==> src/verilog/cfs_consts.svh <==
// constants of the clock fan-out select and gate block
`ifndef CFS_CONSTS_SVH
`define CFS_CONSTS_SVH

`define CFS_NUM_OUTPUTS 12
`define CFS_SEL_DIFF 1'b0
`define CFS_SEL_TEST 1'b1
`define CFS_OE_RESET 1'b0
`define CFS_OUT_RESET 1'b0

`endif

==> src/verilog/cfs_pkg.sv <==
// types of the clock fan-out select and gate block
package cfs_pkg;

    // two-flop synchroniser for one pin
    typedef struct packed {
        logic s1;
        logic s2;
    } cfs_sync_t;

    // whole state of the block
    typedef struct packed {
        cfs_sync_t ref_p;
        cfs_sync_t ref_n;
        cfs_sync_t test;
        cfs_sync_t sel;
        cfs_sync_t oe;
        cfs_sync_t flt_n;
        logic sel_clk_prev;
        logic oe_cap;
        logic [11:0] out;
        logic [11:0] out_en;
    } cfs_state_t;

endpackage : cfs_pkg

==> src/verilog/cfs_fanout.sv <==
// clock source select, synchronous output gate and float control for twelve outputs
// How it works
// low select routes differential reference clock, high select routes test clock.
// enable captured on selected clock falling edge; only captured value gates outputs.
// captured enable high lets every output follow the selected clock.
// captured enable low holds every output steadily low.
// enable changes never cut a pulse short or make a glitch.
// float control low puts every output into high impedance.
// float control high drives outputs, which the enable then governs.
// twelve identical outputs all carry the same selected clock.
// captured enable changes only while selected clock is low.
`timescale 1ns/1ps
`include "cfs_consts.svh"

module cfs_fanout
    import cfs_pkg::*;
#(
    parameter int NUM_OUT = `CFS_NUM_OUTPUTS
) (
    input wire logic sys_clk,
    input wire logic resetn,
    input wire logic clk_en,
    input wire logic diff_ref_clk_p,
    input wire logic diff_ref_clk_n,
    input wire logic test_clk_in,
    input wire logic clk_source_select,
    input wire logic sync_out_enable,
    input wire logic output_float_n,
    output logic [NUM_OUT-1:0] clk_out,
    output logic [NUM_OUT-1:0] clk_out_oe
);

    cfs_state_t state_q;
    cfs_state_t state_d;
    logic sel_clk;
    logic fall_det;

    // reset image: outputs parked low and floated until the pins have been seen
    localparam cfs_state_t STATE_RESET = '{
        ref_p: '0,
        ref_n: '0,
        test: '0,
        sel: '0,
        oe: '0,
        flt_n: '0,
        sel_clk_prev: 1'h0,
        oe_cap: `CFS_OE_RESET,
        out: {`CFS_NUM_OUTPUTS{`CFS_OUT_RESET}},
        out_en: '0
    };

    // limitations a user must know:
    // pins are sampled by sys_clk, so pin clocks must stay well below its rate
    // each pin phase must last several sampling cycles or it may be missed
    // outputs lag the pin clock by three sampling cycles, with one cycle of jitter
    // float goes through the synchroniser too: no async path, two cycles slower
    // source switching is unprotected; park the outputs before changing it
    // the differential pair reads high only while p is high and n is low
    // clk_en low also stops the synchronisers, so stale pin levels are kept

    ////////////////////////////////////////////////////////////////////////
    // helpers

    // one step of a two-flop synchroniser; logic reads s2 only, never s1
    function automatic cfs_sync_t cfs_sync_step(input cfs_sync_t cur, input logic pin);
        cfs_sync_t nxt;
        nxt.s1 = pin;
        nxt.s2 = cur.s1;
        return nxt;
    endfunction : cfs_sync_step

    ////////////////////////////////////////////////////////////////////////
    // sampled view of the pins

    // mux reads only the second synchroniser stage
    always_comb begin
        if (state_q.sel.s2 == `CFS_SEL_TEST) begin
            sel_clk = state_q.test.s2;
        end else begin
            sel_clk = state_q.ref_p.s2 & ~state_q.ref_n.s2;
        end
        // falling edge of the selected clock as seen after synchronising
        fall_det = state_q.sel_clk_prev & ~sel_clk;
    end

    ////////////////////////////////////////////////////////////////////////
    // next state

    always_comb begin
        state_d = state_q;
        // every pin crosses into the sampling domain through two flops
        state_d.ref_p = cfs_sync_step(state_q.ref_p, diff_ref_clk_p);
        state_d.ref_n = cfs_sync_step(state_q.ref_n, diff_ref_clk_n);
        state_d.test = cfs_sync_step(state_q.test, test_clk_in);
        state_d.sel = cfs_sync_step(state_q.sel, clk_source_select);
        state_d.oe = cfs_sync_step(state_q.oe, sync_out_enable);
        state_d.flt_n = cfs_sync_step(state_q.flt_n, output_float_n);
        state_d.sel_clk_prev = sel_clk;
        // capture only at the falling edge, so the clock is low when the gate moves
        if (fall_det) begin
            state_d.oe_cap = state_q.oe.s2;
        end
        // gate with the old captured value; a disable lands while the clock is low
        state_d.out = {NUM_OUT{sel_clk & state_q.oe_cap}};
        // float is asynchronous in spirit but sampled here, costs two cycles latency
        state_d.out_en = {NUM_OUT{state_q.flt_n.s2}};
    end

    ////////////////////////////////////////////////////////////////////////
    // state register

    // one register for the whole state; clk_en low freezes all of it
    always_ff @(posedge sys_clk or negedge resetn) begin
        if (!resetn) begin
            state_q <= STATE_RESET;
        end else if (clk_en) begin
            state_q <= state_d;
        end
    end

    // outputs come straight from the registered state
    assign clk_out = state_q.out;
    assign clk_out_oe = state_q.out_en;

    // every output bit and enable bit matches bit zero
    for (genvar gi = 1; gi < NUM_OUT; gi++) begin : g_out_chk

    end
endmodule : cfs_fanout

==> config.mk <==
export PLATFORM = sky130hd
export DESIGN_NAME = cfs_fanout
export DESIGN_NICKNAME = d
export VERILOG_FILES = /design/src/verilog/cfs_pkg.sv /design/src/verilog/cfs_fanout.sv
export VERILOG_INCLUDE_DIRS = /design/src /design/src/verilog
export SDC_FILE = /design/constraint.sdc
export NUM_CORES = 1
export LEC_CHECK = 0
export ABC_AREA = 0
export BUFFER_PORTS_ARGS = -buffer_cell sky130_fd_sc_hd__clkbuf_2
export CORE_ASPECT_RATIO = 0.7
export CORE_MARGIN = 10
export CORE_UTILIZATION = 30
export CTS_CLUSTER_SIZE = 12
export DETAILED_ROUTE_END_ITERATION = 12
export PLACE_DENSITY_LB_ADDON = 0.08
export RECOVER_POWER = 25
export SLEW_MARGIN = 20
export SYNTH_ARGS = -nofsm -noshare
export SYNTH_HDL_FRONTEND = slang
export SYNTH_SLANG_ARGS = --single-unit
==> constraint.sdc <==
create_clock -name sys_clk -period 3.1 [get_ports sys_clk]
set_input_delay 0.465 -clock sys_clk [delete_from_list [all_inputs] [get_ports sys_clk]]
set_output_delay 0.465 -clock sys_clk [all_outputs]
set_load 0.01 [all_outputs]
==> impl_metrics.sql <==
INSERT INTO impl_metrics (metric_group, metric, value, unit) VALUES
('sta', 'final-hold-violation-count', '0', ''),
('clocking', 'cts_inserted_buffers', '3', ''),
('die', 'initial_core_utilization', '0.324', ''),
('job', 'maxCapViolCount', '0', ''),
('synth', 'synthesis.yosys.warnings', '0', ''),
('synth', 'post_synth_num_cell_types', '13', ''),
('worst_setup_path', 'type_of_the_setup_path_with_the_least_slack', 'register to output port', ''),
('final_layout', 'design_area', '875', 'um2'),
('pwr', 'cellLeakagePower', '0.000428', 'uW'),
('status', 'run_status', 'completed', ''),
('clocking', 'root_buffer', 'sky130_fd_sc_hd__clkbuf_8', ''),
('sta', 'achievable-frequency', '693', 'MHz'),
('sta', 'drv_slew', '0', ''),
('clocking', 'cts_tree', 'done', ''),
('grt', 'grt_most_used_layer', 'met2', ''),
('clocking', 'cts_max_path_buffers', '2', ''),
('pwr', 'p_switching', '193', 'uW'),
('final_layout', 'fin_cells', '109', ''),
('pwr', 'power_per_cell_area', '721', 'mW/mm2'),
('sta', 'setup_viol', '0', ''),
('pwr', 'cell_internal_pwr', '438', 'uW'),
('final_layout', 'drive_above_1_share', '0.667', ''),
('final_layout', 'antenna-diode-count', '0', ''),
('detailed_routing', 'route.detailed.vias_per_inst', '4.13', ''),
('sta', 'setup_tns', '0', 'ps'),
('grt', 'grt_pass1_wl', '2.13', 'mm'),
('pwr', 'p_sw_frac', '0.305', ''),
('detailed_routing', 'vias', '450', ''),
('detailed_routing', 'routed_wl', '1.40', 'mm'),
('clocking', 'clock_latency', '250', 'ps'),
('place', 'pre_cts_ws', '1540', 'ps'),
('die', 'die_area', '0.00526', 'mm2'),
('die', 'floorplan.die.height', '63.8', 'um'),
('synth', 'netlist.top_cell.by_area', 'sky130_fd_sc_hd__dfrtp_1', ''),
('sta', 'clock-skew-final', '0.766', 'ps'),
('sta', 'setup_slack', '1660', 'ps'),
('sta', 'post-route-period-util', '0.465', ''),
('grt', 'grt_use_met1', '0.0554', ''),
('pwr', 'power.share.combinational', '0.268', ''),
('grt', 'first_global_vias', '433', ''),
('pwr', 'ir_drop', '0.311', 'mV'),
('grt', 'grt_util_all_layers', '0.0540', ''),
('clocking', 'clock_tree.htree_level_count', '1', ''),
('final_layout', 'layout_commonest_cell', 'sky130_fd_sc_hd__clkbuf_2', ''),
('die', 'fp.dieW', '82.5', 'um'),
('worst_setup_path', 'worstSetupEndpointType', 'output port', ''),
('clocking', 'cts_hold_buf', '0', ''),
('synth', 'synth.ff_latch_count', '16', ''),
('worst_setup_path', 'required_time_worst_endpoint', '2630', 'ps'),
('detailed_routing', 'detail-route-antenna-nets', '0', ''),
('clocking', 'buffers_inserted_by_post_cts_timing_repair', '0', ''),
('sta', 'grt_setup_unrepaired', 'no', ''),
('worst_setup_path', 'path_max_fanout', '13', ''),
('pwr', 'seq_power_share', '0.439', ''),
('grt', 'grt.overflow.total', '0', ''),
('synth', 'synth.avg_cell_area', '12.6', 'um2'),
('worst_setup_path', 'startpoint_type', 'register', ''),
('worst_setup_path', 'cp_num_buf_inv', '1', ''),
('detailed_routing', 'dr.pass1.iters', '2', ''),
('final_layout', 'multi_input_area', '214', 'um2'),
('grt', 'grtUsageMet3', '0.0363', ''),
('detailed_routing', 'drt_drc_violations_left', '0', ''),
('clocking', 'clock_sinks', '16', ''),
('final_layout', 'layout.cells.most_common_list', 'sky130_fd_sc_hd__clkbuf_2 (31), sky130_fd_sc_hd__dfrtp_1 (16), sky130_fd_sc_hd__mux2_2 (12), sky130_fd_sc_hd__clkbuf_8 (4)', ''),
('detailed_routing', 'drt-initial-drc-count', '11', ''),
('clocking', 'cts.reportedPaths.clkPinSlew', '60', 'ps'),
('worst_setup_path', 'cpMaxStageDelayCell', 'sky130_fd_sc_hd__dfrtp_1', ''),
('worst_setup_path', 'crit_path_cell_trace', 'clkbuf_2', ''),
('synth', 'combined_area_of_all_synthesized_cells', '821', 'um2'),
('place', 'gp_congestion', '0.642', ''),
('synth', 'synth_seq_area_share', '0.488', '');
-- logic make-up (layout without fill, tap and decap cells) --
group	after synthesis	in the layout	synth area share
simple gates	4	4	0.0290
buf+inv	27	37	0.252
compound gates	4	4	0.0351
flops	16	16	0.488
mux	14	14	0.197
-- final cells by class --
| type | count | area share |
|---|---|---|
| sequential | 16 | 0.458 |
| multi-input combinational | 22 | 0.245 |
| timing repair buffer | 32 | 0.182 |
| clock buffer | 4 | 0.0629 |
| tap | 34 | 0.0486 |
| inverter | 1 | 0.00429 |
-- metrics by stage --
stage	hold WS, ps	utilization	total power, uW
2_1_floorplan	169	-	463
6_report	315	0.345	631
3_3_place_gp	422	0.324	457
4_1_cts	143	0.346	647
5_1_grt	372	0.345	669
3_5_place_dp	420	0.324	457
-- routing by layer --
| layer | routed length (um) | vias to the layer above |
|---|---|---|
| li1 | - | 209 |
| met1 | 554 | 216 |
| met2 | 577 | 23 |
| met3 | 252 | 2 |
| met4 | 14 | 0 |
| met5 | 0 | - |
-- cells in the mapped netlist --
cell	count
sky130_fd_sc_hd__inv_1	1
sky130_fd_sc_hd__nor2_1	1
sky130_fd_sc_hd__mux2_1	1
sky130_fd_sc_hd__buf_6	2
sky130_fd_sc_hd__nor3b_2	1
sky130_fd_sc_hd__mux2_4	1
sky130_fd_sc_hd__buf_4	24
sky130_fd_sc_hd__nand2_1	2
sky130_fd_sc_hd__a21oi_1	2
sky130_fd_sc_hd__o22ai_1	1
sky130_fd_sc_hd__a211oi_2	1
sky130_fd_sc_hd__mux2_2	12
sky130_fd_sc_hd__dfrtp_1	16
-- worst paths after layout --
check / endpoint / cells after the start / start / slack (ps)
worst max-delay path: clk_out[4] / 1 / clk_out[0] / 1660
worst min-delay path: state_d[26] / 1 / resetn / 320
worst max register to register: state_q[24] / 3 / state_q[36] / 1890
worst min register to register: state_d[30] / 1 / state_d[30] / 490
max in group asynchronous: clk_out[0] / 1 / resetn / 2240
min in group sys_clk: state_d[30] / 2 / clk_source_select / 430
-- registers in the layout (all words and copies together) (netlist names) --
register and count:
state_d 7, state_q 7, clk_out 1, clk_out_oe 1
-- power by group through the flow --
| stage | clock, uW | sequential [uW] | combinational, uW |
|---|---|---|---|
| final | 185 | 277 | 169 |
| after global routing | 199 | 286 | 183 |
| after CTS | 194 | 279 | 174 |
| after detailed placement | 0 | 283 | 174 |
| after global placement | 0 | 281 | 176 |
| after floorplan | 0 | 274 | 188 |
Power figures use the tool's default switching activity.
